$ cat config.mk
export PLATFORM = sky130hd
export DESIGN_NAME = phy_paged_register_bank
export DESIGN_NICKNAME = d
export VERILOG_FILES = /design/src/hdl/phy_regbank_pkg.sv /design/src/hdl/port_status_slice.sv /design/src/hdl/phy_paged_register_bank.sv
export SDC_FILE = /design/constraint.sdc
export NUM_CORES = 1
export LEC_CHECK = 0
export BUFFER_PORTS_ARGS = -buffer_cell sky130_fd_sc_hd__buf_2
export CORE_UTILIZATION = 45
export DETAILED_ROUTE_END_ITERATION = 8
export GPL_TIMING_DRIVEN = 1
export PLACE_DENSITY = 0.91
export REMOVE_ABC_BUFFERS = 1
export SYNTH_ARGS = -nofsm -noshare
export SYNTH_HDL_FRONTEND = slang
export SYNTH_HIERARCHICAL = 1
export SYNTH_SLANG_ARGS = --single-unit
$ cat constraint.sdc
create_clock -name i_ref_clk -period 3.2 [get_ports i_ref_clk]
set_input_delay 0.32 -clock i_ref_clk [delete_from_list [all_inputs] [get_ports i_ref_clk]]
set_output_delay 0.32 -clock i_ref_clk [all_outputs]
set_load 0.01 [all_outputs]
$ cat src/hdl/phy_regbank_pkg.sv
// Constants, field layout and carrier types for the paged PHY register bank
// Operation
// - Accel enable set drives ACK-accelerated and fly-by arbitration enhancements.
// - Accel and multispeed enables clear on hardware reset, survive bus reset.
// - In 1394b mode both enables have no effect on behaviour.
// - Multispeed enable permits concatenated packets of differing speeds.
// - Read-only legacy speed holds max self-ID legacy speed, capped at S400.
// - Read-only beta link bit reflects the beta link select pin.
// - Two-bit writable bridge field feeds self-ID packets, resets to zero.
// - Three-bit page choice selects page at 8..15; hardware reset only.
// - Four-bit port choice selects port from zero; hardware reset only.
// - Unimplemented selected port makes whole status page read as zero.
// - Line/link register: tpa, tpb, downstream, link, receive ok, port off.
// - Sleep register: reserved low bits, sleep, permit, loop, standby, forced off.
// - Line state codes: 11 high impedance, 01 one, 10 zero, 00 invalid.
package phy_regbank_pkg;

   // Bus geometry
   localparam int APB_ADDR_W = 8;
   localparam int DATA_W     = 32;
   localparam int REG_W      = 8;
   localparam int IDX_W      = 4;
   localparam int PORTS_DEF  = 3;

   // Register indices; byte address is four times the index
   localparam logic [IDX_W-1:0] IDX_FEATURE      = 4'h5;
   localparam logic [IDX_W-1:0] IDX_LEGACY       = 4'h6;
   localparam logic [IDX_W-1:0] IDX_PAGE_PORT    = 4'h7;
   localparam logic [IDX_W-1:0] IDX_PORT_LINE    = 4'h8;
   localparam logic [IDX_W-1:0] IDX_PORT_SPEED   = 4'h9;
   localparam logic [IDX_W-1:0] IDX_PORT_CAP     = 4'hA;
   localparam logic [IDX_W-1:0] IDX_PORT_RELIAB  = 4'hB;
   localparam logic [IDX_W-1:0] IDX_PORT_ERRCNT  = 4'hC;
   localparam logic [IDX_W-1:0] IDX_PORT_SLEEP   = 4'hD;
   localparam logic [IDX_W-1:0] IDX_PORT_RSVD_A  = 4'hE;
   localparam logic [IDX_W-1:0] IDX_PORT_RSVD_B  = 4'hF;
   localparam logic [IDX_W-1:0] IDX_FIRST_MAPPED = IDX_FEATURE;

   // Feature register fields
   localparam int FEAT_MULTI_BIT = 0;
   localparam int FEAT_ACCEL_BIT = 1;

   // Legacy speed / beta link / bridge register fields
   localparam int LEG_SPEED_LSB  = 0;
   localparam int BETA_LINK_BIT  = 3;
   localparam int BRIDGE_LSB     = 4;

   // Page and port selector fields
   localparam int PORT_SEL_LSB   = 0;
   localparam int PAGE_SEL_LSB   = 5;
   localparam logic [2:0] PAGE_PORT_STATUS = 3'h0;

   // Line and link state register fields
   localparam int LINE_TPA_LSB   = 0;
   localparam int LINE_TPB_LSB   = 2;
   localparam int LINE_DOWN_BIT  = 4;
   localparam int LINE_LINK_BIT  = 5;
   localparam int LINE_RECEIVE_OK_FLAG_BIT  = 6;
   localparam int LINE_OFF_BIT   = 7;

   // Speed and event control register fields
   localparam int SPD_RATE_LSB   = 0;
   localparam int SPD_IRQEN_BIT  = 3;
   localparam int SPD_SRERR_BIT  = 4;
   localparam int SPD_SBERR_BIT  = 5;
   localparam int SPD_SCRM_BIT   = 6;
   localparam int SPD_BONLY_BIT  = 7;

   // Sleep and standby register fields
   localparam int SLP_IND_BIT    = 3;
   localparam int SLP_PERMIT_BIT = 4;
   localparam int SLP_LOOP_BIT   = 5;
   localparam int SLP_STBY_BIT   = 6;
   localparam int SLP_FORCED_BIT = 7;

   // Speed code cap and line state codes
   localparam logic [2:0] SPEED_S100  = 3'h0;
   localparam logic [2:0] SPEED_S400  = 3'h2;
   localparam logic [1:0] LINE_Z       = 2'h3;
   localparam logic [1:0] LINE_ONE     = 2'h1;
   localparam logic [1:0] LINE_ZERO    = 2'h2;
   localparam logic [1:0] LINE_INVALID = 2'h0;

   // Reset values
   localparam logic [REG_W-1:0]  REG_ZERO  = 8'h00;
   localparam logic [DATA_W-1:0] WORD_ZERO = 32'h00000000;

   // Per-port status from the port state machines
   typedef struct packed {
      logic [1:0]       tpa_line_state;
      logic [1:0]       tpb_line_state;
      logic             downstream_port_flag;
      logic             link_attached_flag;
      logic             receive_ok_flag;
      logic [2:0]       negotiated_rate;
      logic [REG_W-1:0] speed_capability;
      logic [REG_W-1:0] reliability;
      logic [REG_W-1:0] error_count;
      logic             sleep_indicator;
      logic             standby_active;
      logic             suspend_resume_event;
      logic             standby_error_event;
      logic             standby_exit;
   } port_status_s;

   // Per-port controls held by the register bank
   typedef struct packed {
      logic port_off_control;
      logic port_event_irq_enable;
      logic suspend_resume_error;
      logic standby_error_flag;
      logic scrambler_off;
      logic sleep_permit;
      logic loop_block;
      logic forced_port_off;
   } port_ctrl_s;

   localparam port_ctrl_s CTRL_RESET = '0;

endpackage

$ cat src/hdl/port_status_slice.sv
// Per-port status page registers for one cable port
`timescale 1ns/100ps
module port_status_slice
   import phy_regbank_pkg::*;
(
   // Clock and reset
   input  wire logic             i_ref_clk,
   input  wire logic             i_rst_n,
   // Register access
   input  wire logic             i_wr_en,
   input  wire logic [IDX_W-1:0] i_idx,
   input  wire logic [REG_W-1:0] i_wr_data,
   output logic      [REG_W-1:0] o_rd_data,
   // Port side
   input  wire port_status_s     i_status,
   output port_ctrl_s            o_ctrl
);

   port_ctrl_s ctrl;
   port_ctrl_s next_ctrl;

   // Software writes first, hardware events after so a set wins over a clear
   always_comb
   begin
      next_ctrl = ctrl;
      if (i_wr_en)
      begin
         unique case (i_idx)
            IDX_PORT_LINE:
            begin
               next_ctrl.port_off_control = i_wr_data[LINE_OFF_BIT];
            end
            IDX_PORT_SPEED:
            begin
               next_ctrl.port_event_irq_enable = i_wr_data[SPD_IRQEN_BIT];
               next_ctrl.scrambler_off         = i_wr_data[SPD_SCRM_BIT];
               // Error flags clear on a written one
               if (i_wr_data[SPD_SRERR_BIT])
               begin
                  next_ctrl.suspend_resume_error = 1'b0;
               end
               if (i_wr_data[SPD_SBERR_BIT])
               begin
                  next_ctrl.standby_error_flag = 1'b0;
               end
            end
            IDX_PORT_SLEEP:
            begin
               next_ctrl.sleep_permit    = i_wr_data[SLP_PERMIT_BIT];
               next_ctrl.loop_block      = i_wr_data[SLP_LOOP_BIT];
               next_ctrl.forced_port_off = i_wr_data[SLP_FORCED_BIT];
            end
            default:
            begin
               next_ctrl = ctrl; // Read-only and reserved words ignore writes
            end
         endcase
      end
      if (i_status.standby_exit)
      begin
         next_ctrl.standby_error_flag = 1'b0;
      end
      if (i_status.suspend_resume_event)
      begin
         next_ctrl.suspend_resume_error = 1'b1;
      end
      if (i_status.standby_error_event)
      begin
         next_ctrl.standby_error_flag = 1'b1;
      end
   end

   // Control state register
   always_ff @(posedge i_ref_clk or negedge i_rst_n)
   begin
      if (!i_rst_n)
      begin
         ctrl <= CTRL_RESET;
      end
      else
      begin
         ctrl <= next_ctrl;
      end
   end

   assign o_ctrl = ctrl;

   // Read word assembly
   always_comb
   begin
      o_rd_data = REG_ZERO;
      unique case (i_idx)
         IDX_PORT_LINE:
         begin
            o_rd_data[LINE_TPA_LSB +: 2] = i_status.tpa_line_state;
            o_rd_data[LINE_TPB_LSB +: 2] = i_status.tpb_line_state;
            o_rd_data[LINE_DOWN_BIT]     = i_status.downstream_port_flag;
            o_rd_data[LINE_LINK_BIT]     = i_status.link_attached_flag;
            o_rd_data[LINE_RECEIVE_OK_FLAG_BIT]     = i_status.receive_ok_flag;
            o_rd_data[LINE_OFF_BIT]      = ctrl.port_off_control;
         end
         IDX_PORT_SPEED:
         begin
            o_rd_data[SPD_RATE_LSB +: 3] = i_status.negotiated_rate;
            o_rd_data[SPD_IRQEN_BIT]     = ctrl.port_event_irq_enable;
            o_rd_data[SPD_SRERR_BIT]     = ctrl.suspend_resume_error;
            o_rd_data[SPD_SBERR_BIT]     = ctrl.standby_error_flag;
            o_rd_data[SPD_SCRM_BIT]      = ctrl.scrambler_off;
            o_rd_data[SPD_BONLY_BIT]     = 1'b0; // Beta-only never set here
         end
         IDX_PORT_CAP:    o_rd_data = i_status.speed_capability;
         IDX_PORT_RELIAB: o_rd_data = i_status.reliability;
         IDX_PORT_ERRCNT: o_rd_data = i_status.error_count;
         IDX_PORT_SLEEP:
         begin
            o_rd_data[SLP_IND_BIT]    = i_status.sleep_indicator;
            o_rd_data[SLP_PERMIT_BIT] = ctrl.sleep_permit;
            o_rd_data[SLP_LOOP_BIT]   = ctrl.loop_block;
            o_rd_data[SLP_STBY_BIT]   = i_status.standby_active;
            o_rd_data[SLP_FORCED_BIT] = ctrl.forced_port_off;
         end
         default:
         begin
            o_rd_data = REG_ZERO;
         end
      endcase
   end

endmodule

$ cat src/hdl/phy_paged_register_bank.sv
// APB register bank with base controls and paged per-port status
//
// Our own choice: register access over APB.
`timescale 1ns/100ps
module phy_paged_register_bank
   import phy_regbank_pkg::*;
#(
   parameter int NUM_PORTS = PORTS_DEF
)
(
   // Clock and reset
   input  wire logic                    i_ref_clk,
   input  wire logic                    i_rst_n,
   // APB slave
   input  wire logic                    i_psel,
   input  wire logic                    i_penable,
   input  wire logic                    i_pwrite,
   input  wire logic [APB_ADDR_W-1:0]   i_paddr,
   input  wire logic [DATA_W-1:0]       i_pwdata,
   output logic      [DATA_W-1:0]       o_prdata,
   output logic                         o_pready,
   output logic                         o_pslverr,
   // PHY core status
   input  wire logic                    i_beta_mode_op,
   input  wire logic                    i_beta_link_select_pin,
   input  wire logic                    i_bus_reset,
   input  wire logic                    i_selfid_speed_valid,
   input  wire logic [2:0]              i_selfid_speed,
   input  wire port_status_s [NUM_PORTS-1:0] i_port_status,
   // PHY core controls
   output port_ctrl_s [NUM_PORTS-1:0]   o_port_ctrl,
   output logic                         o_accel_arb_active,
   output logic                         o_multispeed_concat_active,
   output logic      [1:0]              o_bridge_field
);

   // Base register state
   logic                accel_arb_enable;
   logic                multispeed_concat_enable;
   logic [2:0]          legacy_path_speed_max;
   logic [1:0]          bridge;
   logic [2:0]          register_page_choice;
   logic [3:0]          port_choice;
   logic [DATA_W-1:0]   prdata;
   logic                next_accel_arb_enable;
   logic                next_multispeed_concat_enable;
   logic [2:0]          next_legacy_path_speed_max;
   logic [1:0]          next_bridge;
   logic [2:0]          next_register_page_choice;
   logic [3:0]          next_port_choice;
   logic [DATA_W-1:0]   next_prdata;

   // Pin synchroniser
   logic                beta_pin_meta;
   logic                beta_link_present;

   // Decode
   logic [IDX_W-1:0]    idx;
   logic                mapped;
   logic                wr_access;
   logic                port_page;
   logic                port_valid;
   logic [2:0]          capped_speed;
   logic [REG_W-1:0]    base_word;
   logic [REG_W-1:0]    page_word;
   logic [REG_W-1:0]    port_rd [NUM_PORTS];

   // Word index and map check; upper address bits must be zero
   assign idx        = i_paddr[2 +: IDX_W];
   assign mapped     = (i_paddr[APB_ADDR_W-1:IDX_W+2] == '0) && (idx >= IDX_FIRST_MAPPED);
   assign wr_access  = i_psel && i_penable && i_pwrite && mapped;
   // Port page reached only with page zero selected
   assign port_page  = (idx >= IDX_PORT_LINE) && (register_page_choice == PAGE_PORT_STATUS);
   assign port_valid = ({28'h0000000, port_choice} < NUM_PORTS);

   // Zero-wait slave: access phase always completes
   assign o_pready  = 1'b1;
   assign o_pslverr = i_psel && i_penable && !mapped;
   assign o_prdata  = prdata;

   // Pin crosses in through two flops before use
   always_ff @(posedge i_ref_clk or negedge i_rst_n)
   begin
      if (!i_rst_n)
      begin
         beta_pin_meta     <= 1'b0;
         beta_link_present <= 1'b0;
      end
      else
      begin
         beta_pin_meta     <= i_beta_link_select_pin;
         beta_link_present <= beta_pin_meta;
      end
   end

   // Enables only take effect outside 1394b mode
   assign o_accel_arb_active         = accel_arb_enable && !i_beta_mode_op;
   assign o_multispeed_concat_active = multispeed_concat_enable && !i_beta_mode_op;
   assign o_bridge_field             = bridge;

   // Self-ID speed clipped to the legacy ceiling
   assign capped_speed = (i_selfid_speed > SPEED_S400) ? SPEED_S400 : i_selfid_speed;

   // Base register next values
   always_comb
   begin
      next_accel_arb_enable         = accel_arb_enable;
      next_multispeed_concat_enable = multispeed_concat_enable;
      next_legacy_path_speed_max    = legacy_path_speed_max;
      next_bridge                   = bridge;
      next_register_page_choice     = register_page_choice;
      next_port_choice              = port_choice;
      // Bus reset restarts the legacy scan only; enables and selectors hold
      if (i_bus_reset)
      begin
         next_legacy_path_speed_max = SPEED_S100;
      end
      else if (i_selfid_speed_valid && (capped_speed > legacy_path_speed_max))
      begin
         next_legacy_path_speed_max = capped_speed;
      end
      if (wr_access)
      begin
         unique case (idx)
            IDX_FEATURE:
            begin
               next_accel_arb_enable         = i_pwdata[FEAT_ACCEL_BIT];
               next_multispeed_concat_enable = i_pwdata[FEAT_MULTI_BIT];
            end
            IDX_LEGACY:
            begin
               next_bridge = i_pwdata[BRIDGE_LSB +: 2];
            end
            IDX_PAGE_PORT:
            begin
               next_register_page_choice = i_pwdata[PAGE_SEL_LSB +: 3];
               next_port_choice          = i_pwdata[PORT_SEL_LSB +: 4];
            end
            default:
            begin
               next_bridge = bridge; // Paged words handled by the port slices
            end
         endcase
      end
   end

   // Base read word
   always_comb
   begin
      base_word = REG_ZERO;
      unique case (idx)
         IDX_FEATURE:
         begin
            base_word[FEAT_ACCEL_BIT] = accel_arb_enable;
            base_word[FEAT_MULTI_BIT] = multispeed_concat_enable;
         end
         IDX_LEGACY:
         begin
            base_word[LEG_SPEED_LSB +: 3] = legacy_path_speed_max;
            base_word[BETA_LINK_BIT]      = beta_link_present;
            base_word[BRIDGE_LSB +: 2]    = bridge;
         end
         IDX_PAGE_PORT:
         begin
            base_word[PAGE_SEL_LSB +: 3] = register_page_choice;
            base_word[PORT_SEL_LSB +: 4] = port_choice;
         end
         default:
         begin
            base_word = REG_ZERO;
         end
      endcase
   end

   // Paged read word; absent ports and other pages read as zero
   always_comb
   begin
      page_word = REG_ZERO;
      for (int p = 0; p < NUM_PORTS; p++)
      begin
         if (port_valid && (port_choice == p[3:0]))
         begin
            page_word = port_rd[p];
         end
      end
   end

   // Read data captured in the setup phase so it stands through access
   always_comb
   begin
      next_prdata = prdata;
      if (i_psel && !i_penable)
      begin
         next_prdata = WORD_ZERO;
         if (mapped && (idx >= IDX_PORT_LINE))
         begin
            next_prdata[REG_W-1:0] = port_page ? page_word : REG_ZERO;
         end
         else if (mapped)
         begin
            next_prdata[REG_W-1:0] = base_word;
         end
      end
   end

   // Base register state; hardware reset clears all
   always_ff @(posedge i_ref_clk or negedge i_rst_n)
   begin
      if (!i_rst_n)
      begin
         accel_arb_enable         <= 1'b0;
         multispeed_concat_enable <= 1'b0;
         legacy_path_speed_max    <= SPEED_S100;
         bridge                   <= 2'h0;
         register_page_choice     <= PAGE_PORT_STATUS;
         port_choice              <= 4'h0;
         prdata                   <= WORD_ZERO;
      end
      else
      begin
         accel_arb_enable         <= next_accel_arb_enable;
         multispeed_concat_enable <= next_multispeed_concat_enable;
         legacy_path_speed_max    <= next_legacy_path_speed_max;
         bridge                   <= next_bridge;
         register_page_choice     <= next_register_page_choice;
         port_choice              <= next_port_choice;
         prdata                   <= next_prdata;
      end
   end

   // One status slice per implemented port
   for (genvar g = 0; g < NUM_PORTS; g++)
   begin : g_port
      logic slice_wr;
      // Only the selected port on page zero sees a write
      assign slice_wr = wr_access && port_page && (port_choice == 4'(g));
      port_status_slice u_slice
      (
         .i_ref_clk (i_ref_clk),
         .i_rst_n   (i_rst_n),
         .i_wr_en   (slice_wr),
         .i_idx     (idx),
         .i_wr_data (i_pwdata[REG_W-1:0]),
         .o_rd_data (port_rd[g]),
         .i_status  (i_port_status[g]),
         .o_ctrl    (o_port_ctrl[g])
      );
   end

endmodule

==> qor.json, run 1 <==
{
  "status": "finished, final reports clean",
  "syn2layout_area_growth_pct": 25.17,
  "critPathArrivalTime_ns": 2.75,
  "worst_hold_path_type": "in2reg",
  "fin_hold_ws_ns": 0.1189,
  "drt-wirelength-per-cell_um": 18.08,
  "setup.worst_path.end_class": "register",
  "grt.total_usage": 0.2655,
  "ctsHoldBuffers": 0,
  "detail_route.iter0.violations": 241,
  "worst_skew_pair.late_latency_ns": 0.31,
  "core_area_um2": 8299,
  "yosysTopAreaCellShare": 0.3090,
  "cts_resized": 0,
  "final_period_minus_worst_setup_slack_ns": 2.557,
  "timing.final.max_slew_violations": 0,
  "crit_path_max_incr_delay_ns": 0.53,
  "worst_slew_pin_slew_ns": 1.100,
  "synthFlopType": "dfrtp_1",
  "critical_path.reg2reg.startpoint": "register_page_choice[0]$_DFFE_PN0P_",
  "floorplan.die.height_um": 94.95,
  "postSynthAreaPerCell_um2": 10.12,
  "placement_row_count": 33,
  "peakVddDrop_mv": 0.1622,
  "hold_path_startpoint": "i_beta_link_select_pin",
  "clock.fmax_ghz": 0.3911,
  "timing.clock.skew_ns": 0.008227,
  "post_synth_inst_count": 384,
  "clock_sinks": 48,
  "grt_antenna_before_repair": 0,
  "asyncSetResetFlopFracSynth": 1.000,
  "multiInputGateArea_um2": 2385,
  "ys_seq_elements": 48,
  "total_clock_buffers_created_by_cts": 5,
  "post_synth_instance_area_um2": 3887,
  "die_width_um": 94.95,
  "ios": 231,
  "finish.net_count": 732,
  "timing_hold_violations_final": 0,
  "final_layout_size_suffix_gt1_frac": 0.4375,
  "dr.pass1.iters": 4,
  "worst_setup_path_startpoint": "register_page_choice[0]$_DFFE_PN0P_",
  "worst_path_max_delay_cell": "or4b_1",
  "critical_path_required_ns": 3.40,
  "highest_net_fanout_along_the_worst_path": 4,
  "mostFrequentLayoutCells": "buf_2, mux2i_1, dfrtp_1, conb_1, o21ai_0",
  "fp.dieArea_um2": 9015,
  "route.detailed.vias_per_inst": 5.585,
  "route.vias.total": 3714,
  "totalWireLength_mm": 12.03,
  "grt_pass1_wl_mm": 17.89,
  "grt_max_degree": 49,
  "cts_max_level": 2,
  "hpwlAfterDp_mm": 9.472,
  "place.port_buffers": 179,
  "number_of_synthesized_flops_with_an_enable_pin": 0,
  "fillerInstances": 727,
  "ys_types": 48,
  "ant_nets": 0,
  "overflow": 0,
  "aggregate_negative_setup_slack_ns": 0,
  "diodes_inserted": 0,
  "clock_tree.buffer_depth": 2,
  "mostFrequentLayoutCell": "buf_2",
  "relSlewSlack": 0.2664,
  "max-cap-violations": 0,
  "critPathLaunchType": "register",
  "totalPowerFinal_mw": 1.519,
  "cellPowerDensity_nw_per_um2": 312.1,
  "cts_tree": "yes",
  "yosys-top-cells-area": "dfrtp_1, mux2i_1, mux2_4",
  "cts.clk_slew.worst_paths_ns": 0.09,
  "startpoint_to_endpoint_class_of_the_critical_path": "reg2reg",
  "post_cts_buffers": 0,
  "cp_cell_sequence": "or4b_1 -> nor3_2 -> nand4_1 -> nor3_1 -> and3_4 -> mux2_4",
  "synth_area_leader_cell": "dfrtp_1",
  "place_congestion": 0.9487,
  "initial_core_util": 0.4684,
  "power_leakage_nw": 2.531,
  "yosys_warnings": 6,
  "number_of_global_route_vias_before_repair": 3604,
  "final.period_utilization": 0.7989,
  "grt_setup_unrepaired": "false",
  "cts-root-buf": "clkbuf_8",
  "setup_viol": 0,
  "route.detailed.drc": 0,
  "seq_area_frac_synth": 0.3090,
  "seqCellArea_um2": 1201
}
-- per-stage QoR --
stage                     cell area [µm²]  setup slack [ns]  cells  utilization
final                                4866            0.6434    665       0.5863
after global routing                 4866            0.4830    665       0.5863
after CTS                            4866            0.6380    665       0.5863
after detailed placement             4737            0.6514    658       0.5708
after global placement               4737            0.7126    658       0.5708
after floorplan                      3665            0.8754    368            -
-- registers in the layout, indices dropped and copies added, names as in the netlist --
signal and count:
g_port.u_slice/o_ctrl 24, accel_arb_enable 1, register_page_choice 3, port_choice 4, multispeed_concat_enable 1, beta_link_present 1
legacy_path_speed_max 3, beta_pin_meta 1, o_prdata 8, o_bridge_field 2
-- path summary, 6_finish.rpt --
kind	depth (start not counted)	endpoint	slack, ns
hold reg to reg	0	beta_link_present$_DFF_PN0_	0.36
setup / recovery	6	g_port[0].u_slice/o_ctrl[3]$_DFFE_PN0P_	0.64
setup reg to reg	6	g_port[0].u_slice/o_ctrl[3]$_DFFE_PN0P_	0.64
max in group asynchronous	1	o_bridge_field[1]$_DFFE_PN0P_	2.31
hold / removal	1	beta_pin_meta$_DFF_PN0_	0.12
min in group asynchronous	1	g_port[1].u_slice/o_ctrl[5]$_DFFE_PN0P_	0.21
-- metal layers --
metal / part of all wire / vias up / GRT usage
met3: 0.061 / 19 / 0.03784
met1: 0.43 / 1778 / 0.3407
met5: 0 / - / 0
met2: 0.49 / 170 / 0.4592
li1: - / 1747 / -
met4: 0.019 / 0 / 0.08207
-- kinds of logic after synthesis --
logic type | count (synthesis) | share of synthesized area
AND/OR/NAND/NOR | 94 | 0.1596
multiplexers | 93 | 0.2646
AO/OA/AOI/OAI | 83 | 0.1545
buffers and inverters | 61 | 0.1007
flip-flops | 48 | 0.3090
adder cells (fa/ha/maj) | 3 | 0.009657
other | 2 | 0.001932
-- where the power goes --
part | internal (mW) | switching [mW] | leakage [nW]
Combinational | 0.164 | 0.201 | 1.83
Sequential | 0.621 | 0.0141 | 0.637
Clock | 0.308 | 0.211 | 0.0642
-- critical path: cells and delay by family, from the launching register on --
kind	cells	cell delay (ns)
and+or+nand+nor	5	1.73
DFF	1	0.41
muxes	1	0.30
-- synth_stat cells (4+ instances only) --
cell,n
buf_6,9
dfrtp_1,48
buf_4,25
mux2_4,15
nand2_1,15
nand3b_1,7
o221ai_1,22
a31oi_1,6
nor2b_1,4
o211ai_1,4
o21ai_0,25
nand2b_1,4
nor3_1,4
a21oi_1,4
nand3_1,20
mux2_2,18
inv_1,21
mux2i_1,60
o22a_1,9
nor2_1,8
-- layout make-up --
class,count,area share
well taps,105,0.02700
flip-flops and latches,48,0.2468
clock buffers,5,0.01414
clock inverters,2,0.01234
inverters,21,0.01620
repair buffers,185,0.1934
multi-input cells,299,0.4901
Power figures use the tool's default switching activity.
==> run 2: changes to the inputs <==
clock period = 2.4 ns   (was 3.2 ns; I/O delays follow)
==> run 2 against run 1 <==
Count of clock-buffer cells in the layout is 1 higher; critical path depth increased by 1; register-to-register slack got worse by 0.52 ns; non-clock buffer count grew 7; global-route usage up 0.82 points; sequential share of layout area decreased by 0.26 points; combinational power increased by 38%.
==> qor.json, run 2 (synthesis results as in run 1) <==
{
  "relSlewSlack": 0.5592,
  "max-cap-violations": 0,
  "dr.pass1.iters": 4,
  "grt_max_degree": 42,
  "total_clock_buffers_created_by_cts": 5,
  "grt_pass1_wl_mm": 18.71,
  "timing.final.max_slew_violations": 0,
  "worst_slew_pin_slew_ns": 0.6552,
  "highest_net_fanout_along_the_worst_path": 3,
  "final_layout_size_suffix_gt1_frac": 0.4437,
  "crit_end": "g_port[1].u_slice/o_ctrl[0]$_DFFE_PN0P_",
  "critPathLaunchType": "register",
  "final_period_minus_worst_setup_slack_ns": 2.277,
  "route.vias.total": 3764,
  "grt.total_usage": 0.2737,
  "setup_viol": 0,
  "number_of_global_route_vias_before_repair": 3760,
  "power_leakage_nw": 2.562,
  "clock_sinks": 48,
  "reg2regPathDepth": 7,
  "ant_nets": 0,
  "worst_setup_path_startpoint": "register_page_choice[1]$_DFFE_PN0P_",
  "clock.fmax_ghz": 0.4391,
  "final.period_utilization": 0.9489,
  "worst_path_max_delay_cell": "or4b_1",
  "place_congestion": 0.8957,
  "fin_util": 0.5925,
  "critical_path_required_ns": 2.60,
  "drt-wirelength-per-cell_um": 18.44,
  "ff2ff_setup_slack_ns": 0.12,
  "aggregate_negative_setup_slack_ns": 0,
  "cellPowerDensity_nw_per_um2": 392.2,
  "mostFrequentLayoutCells": "buf_2, mux2i_1, dfrtp_1, conb_1, o21ai_0",
  "crit_path_max_incr_delay_ns": 0.54,
  "status": "finished, final reports clean",
  "route.detailed.vias_per_inst": 5.593,
  "fp.dieArea_um2": 9015,
  "cts_tree": "yes",
  "hpwlAfterDp_mm": 9.859,
  "diodes_inserted": 0,
  "multiInputGateArea_um2": 2390,
  "cts_max_level": 2,
  "seqCellArea_um2": 1201,
  "clock_tree.buffer_depth": 2,
  "max_ffs_per_register": 24,
  "timing.clock.skew_ns": 0.01328,
  "critical_path.reg2reg.startpoint": "register_page_choice[1]$_DFFE_PN0P_",
  "place.port_buffers": 179,
  "overflow": 0,
  "grt_antenna_before_repair": 0,
  "detail_route.iter0.violations": 197,
  "timing_hold_violations_final": 0,
  "setup.worst_path.end_class": "register",
  "cp_cell_sequence": "or4b_1 -> nor3_2 -> nand4_1 -> nor3b_1 -> buf_4 -> nand3_4 -> mux2_4",
  "cts-root-buf": "clkbuf_8",
  "worst_skew_pair.late_latency_ns": 0.31,
  "finish.net_count": 739,
  "mostFrequentLayoutCell": "buf_2",
  "grt_setup_unrepaired": "true",
  "die_width_um": 94.95,
  "route.detailed.drc": 0,
  "core_area_um2": 8299,
  "worst_hold_path_type": "in2reg",
  "cts.clk_slew.worst_paths_ns": 0.09,
  "critPathArrivalTime_ns": 2.48,
  "totalWireLength_mm": 12.41,
  "syn2layout_area_growth_pct": 26.49,
  "peakVddDrop_mv": 0.2858,
  "fillerInstances": 736,
  "placement_row_count": 33,
  "worst_r2r_endpoint": "g_port[1].u_slice/o_ctrl[0]$_DFFE_PN0P_",
  "ios": 231,
  "initial_core_util": 0.4684,
  "startpoint_to_endpoint_class_of_the_critical_path": "reg2reg",
  "floorplan.die.height_um": 94.95
}
run 2: area by class of cell:
class / instances / share of cell area
clock inverter: 2 / 0.007125
timing repair buffer: 192 / 0.2051
inverter: 21 / 0.01603
clock buffer: 6 / 0.01476
sequential: 48 / 0.2443
multi-input combinational: 299 / 0.4860
tap: 105 / 0.02672
run 2: layer usage:
metal,track usage,up-vias,wire [µm]
li1,-,1759,-
met1,0.3352,1798,5009
met2,0.4886,186,6307
met3,0.04428,21,866
met4,0.08460,0,229
met5,0,-,0
run 2: worst max-delay path, delay by kind of cell, from the launching register on:
kind | cells | cell delay, ns
AND/OR/NAND/NOR | 5 | 1.29
buffers and inverters | 1 | 0.18
flip-flops | 1 | 0.40
multiplexers | 1 | 0.31
run 2: per-stage QoR:
stage,std cells,power [mW],hold slack [ns],instance area (µm²),setup slack [ns]
floorplan,368,1.077,-0.05559,3665,0.07537
global placement,664,1.337,0.2482,4795,0.1696
detailed placement,664,1.354,0.2549,4795,0.08905
CTS,673,1.939,0.03622,4912,0.07616
global route,673,2.022,0.03651,4917,-0.02229
finish,673,1.928,0.04443,4917,0.1226
run 2: power by group:
part	internal (mW)	total, mW	leakage, nW	switching [mW]
combinational	0.226	0.502	1.87	0.275
sequential	0.828	0.844	0.637	0.0162
clock	0.310	0.583	0.0552	0.273
total	1.36	1.93	2.56	0.565
run 2: how the worst min path moves through the flow:
stage | slack, ns | start | cells after the start | end
6_report | 0.04 | i_beta_link_select_pin | 1 | beta_pin_meta$_DFF_PN0_
5_1_grt | 0.04 | i_beta_link_select_pin | 1 | beta_pin_meta$_DFF_PN0_
4_1_cts | 0.04 | i_beta_link_select_pin | 1 | beta_pin_meta$_DFF_PN0_
3_5_place_dp | 0.25 | i_rst_n | 2 | g_port[1].u_slice/o_ctrl[1]$_DFFE_PN0P_
3_3_place_gp | 0.25 | i_rst_n | 2 | g_port[1].u_slice/o_ctrl[2]$_DFFE_PN0P_
2_1_floorplan | -0.06 | i_rst_n | 0 | accel_arb_enable$_DFFE_PN0P_
run 2: what timing repair did:
action | in CTS | in global routing
gates resized for setup | 0 | 1
setup endpoints to repair | 0 | 6
hold endpoints to repair | 48 | 0
buffers inserted | 0 | 0
hold buffers | 1 | 0
==> run 3: changes to the inputs <==
CELL_PAD_IN_SITES_DETAIL_PLACEMENT = 0   (was not set)
CELL_PAD_IN_SITES_GLOBAL_PLACEMENT = 1   (was not set)
CORE_UTILIZATION = 25   (was 45)
PLACE_DENSITY = 0.75   (was 0.91)
==> run 3 against run 2 <==
Core utilization decreased by 25 points; first-iteration DRC count fell by 17%; critical path depth unchanged; sequential power barely moved; design area grew 4.4%; register-to-register slack worse by 0.02 ns; via count fell by 1.8%; total power grew 7.5%; global-route usage decreased by 11 points; critical path type unchanged; critical endpoint is now g_port[1].u_slice/o_ctrl[6]$_DFFE_PN0P_; highest routed layer is now met5.
==> qor.json, run 3 (synthesis results as in run 1) <==
{
  "route.detailed.drc": 0,
  "syn2layout_area_growth_pct": 31.99,
  "grt_max_degree": 49,
  "total_clock_buffers_created_by_cts": 5,
  "cts_max_level": 2,
  "timing.clock.skew_ns": 0.009451,
  "finish.net_count": 741,
  "totalWireLength_mm": 13.26,
  "startpoint_to_endpoint_class_of_the_critical_path": "reg2reg",
  "hpwlAfterDp_mm": 10.72,
  "max_ffs_per_register": 24,
  "cts.clk_slew.worst_paths_ns": 0.07,
  "ios": 231,
  "worst_slew_pin_slew_ns": 0.4954,
  "filler_free_cell_count_of_the_finished_design": 757,
  "fin_util": 0.3375,
  "grt_antenna_before_repair": 1,
  "multiInputGateArea_um2": 2405,
  "place.port_buffers": 179,
  "place_congestion": 0.8105,
  "max-cap-violations": 0,
  "placement_row_count": 45,
  "highest_net_fanout_along_the_worst_path": 3,
  "worst_setup_path_startpoint": "register_page_choice[1]$_DFFE_PN0P_",
  "overflow": 0,
  "clock_sinks": 48,
  "critPathLaunchType": "register",
  "worst_skew_pair.late_latency_ns": 0.29,
  "setup_viol": 0,
  "setup.worst_path.end_class": "register",
  "crit_path_max_incr_delay_ns": 0.55,
  "placedInstanceArea_um2": 4946,
  "cellPowerDensity_nw_per_um2": 404.0,
  "clock.fmax_ghz": 0.4358,
  "core_area_um2": 15200,
  "finalWorstSetupSlack_ns": 0.1052,
  "mostFrequentLayoutCells": "buf_2, mux2i_1, dfrtp_1, conb_1, o21ai_0",
  "route.detailed.vias_per_inst": 4.882,
  "die_width_um": 126.7,
  "final_period_minus_worst_setup_slack_ns": 2.295,
  "fillerInstances": 1580,
  "worst_hold_path_type": "in2reg",
  "power_leakage_nw": 2.605,
  "cts_tree": "yes",
  "seqCellArea_um2": 1201,
  "status": "finished, final reports clean",
  "initial_core_util": 0.2557,
  "peakVddDrop_mv": 0.2648,
  "diodes_inserted": 0,
  "critical_path.reg2reg.startpoint": "register_page_choice[1]$_DFFE_PN0P_",
  "grt_setup_unrepaired": "true",
  "mostFrequentLayoutCell": "buf_2",
  "ant_nets": 0,
  "place_inst": 748,
  "fp.dieArea_um2": 16050,
  "critical_path_required_ns": 2.58,
  "dr.pass1.iters": 4,
  "grt.total_usage": 0.1650,
  "timing.final.max_slew_violations": 0,
  "number_of_global_route_vias_before_repair": 3647,
  "floorplan.die.height_um": 126.7,
  "relSlewSlack": 0.6667,
  "stdcell_area_um2": 5131,
  "final.period_utilization": 0.9562,
  "timing_hold_violations_final": 0,
  "cts-root-buf": "clkbuf_16",
  "pre_cts_slack_ns": 0.05503,
  "drt-wirelength-per-cell_um": 17.51,
  "clock_tree.buffer_depth": 2,
  "final_layout_size_suffix_gt1_frac": 0.4499,
  "grt_pass1_wl_mm": 20.03,
  "cp_cell_sequence": "or4b_4 -> nor3_4 -> nand4_1 -> nor3b_2 -> buf_4 -> and3_4 -> mux2_4",
  "critPathArrivalTime_ns": 2.47,
  "route.vias.total": 3696,
  "aggregate_negative_setup_slack_ns": 0,
  "hold_path_startpoint": "i_beta_link_select_pin",
  "worst_path_max_delay_cell": "or4b_4",
  "detail_route.iter0.violations": 163
}
==> run 3: power breakdown <==
part,internal [mW],leakage [nW],switching [mW]
clock,0.411,0.0729,0.299
combinational,0.236,1.89,0.283
sequential,0.829,0.637,0.0147
==> run 3: timing repair <==
item / CTS / global route
setup buffers: 0 / 1
hold buffers: 1 / 0
hold endpoints to repair: 48 / 0
endpoints found under the setup margin: 0 / 4
resized for setup: 0 / 4
==> run 3: per-layer routing <==
layer / GRT usage / share of wire / wire [µm] / vias to the layer above
li1: - / - / - / 1759
met1: 0.2120 / 0.44 / 5812 / 1780
met2: 0.2850 / 0.49 / 6450 / 145
met3: 0.03543 / 0.065 / 856 / 10
met4: 0.03291 / 0.0093 / 123 / 2
met5: 0 / 0.00098 / 13 / -
==> run 3: worst paths after layout <==
check                                                     endpoint  slack [ns]  cells after the start
min                                        beta_pin_meta$_DFF_PN0_        0.06                      1
max reg2reg                g_port[1].u_slice/o_ctrl[6]$_DFFE_PN0P_        0.11                      7
min reg2reg                            beta_link_present$_DFF_PN0_        0.35                      0
min in group asynchronous  g_port[1].u_slice/o_ctrl[4]$_DFFE_PN0P_        0.47                      3
max                        g_port[1].u_slice/o_ctrl[6]$_DFFE_PN0P_        0.11                      7
max in group asynchronous               port_choice[1]$_DFFE_PN0P_        1.66                      3
==> run 3: cell type report <==
class	count	area share
multi-input cells	299	0.4687
well taps	188	0.04584
clock inverters	1	0.001707
flip-flops and latches	48	0.2341
inverters	21	0.01536
repair buffers	194	0.2073
clock buffers	6	0.02707
==> run 3: critical path: cells and delay by family, from the launching register on <==
kind,cells,cell delay [ns]
mux,1,0.30
flops,1,0.39
simple gates,5,1.34
buf+inv,1,0.15
==> run 3: stage by stage <==
| step | hold slack, ns | power (mW) |
|---|---|---|
| floorplan | -0.05559 | 1.077 |
| CTS | 0.04945 | 2.100 |
| global placement | 0.2526 | 1.365 |
| finish | 0.05831 | 2.073 |
| detailed placement | 0.2524 | 1.376 |
| global route | 0.05001 | 2.185 |
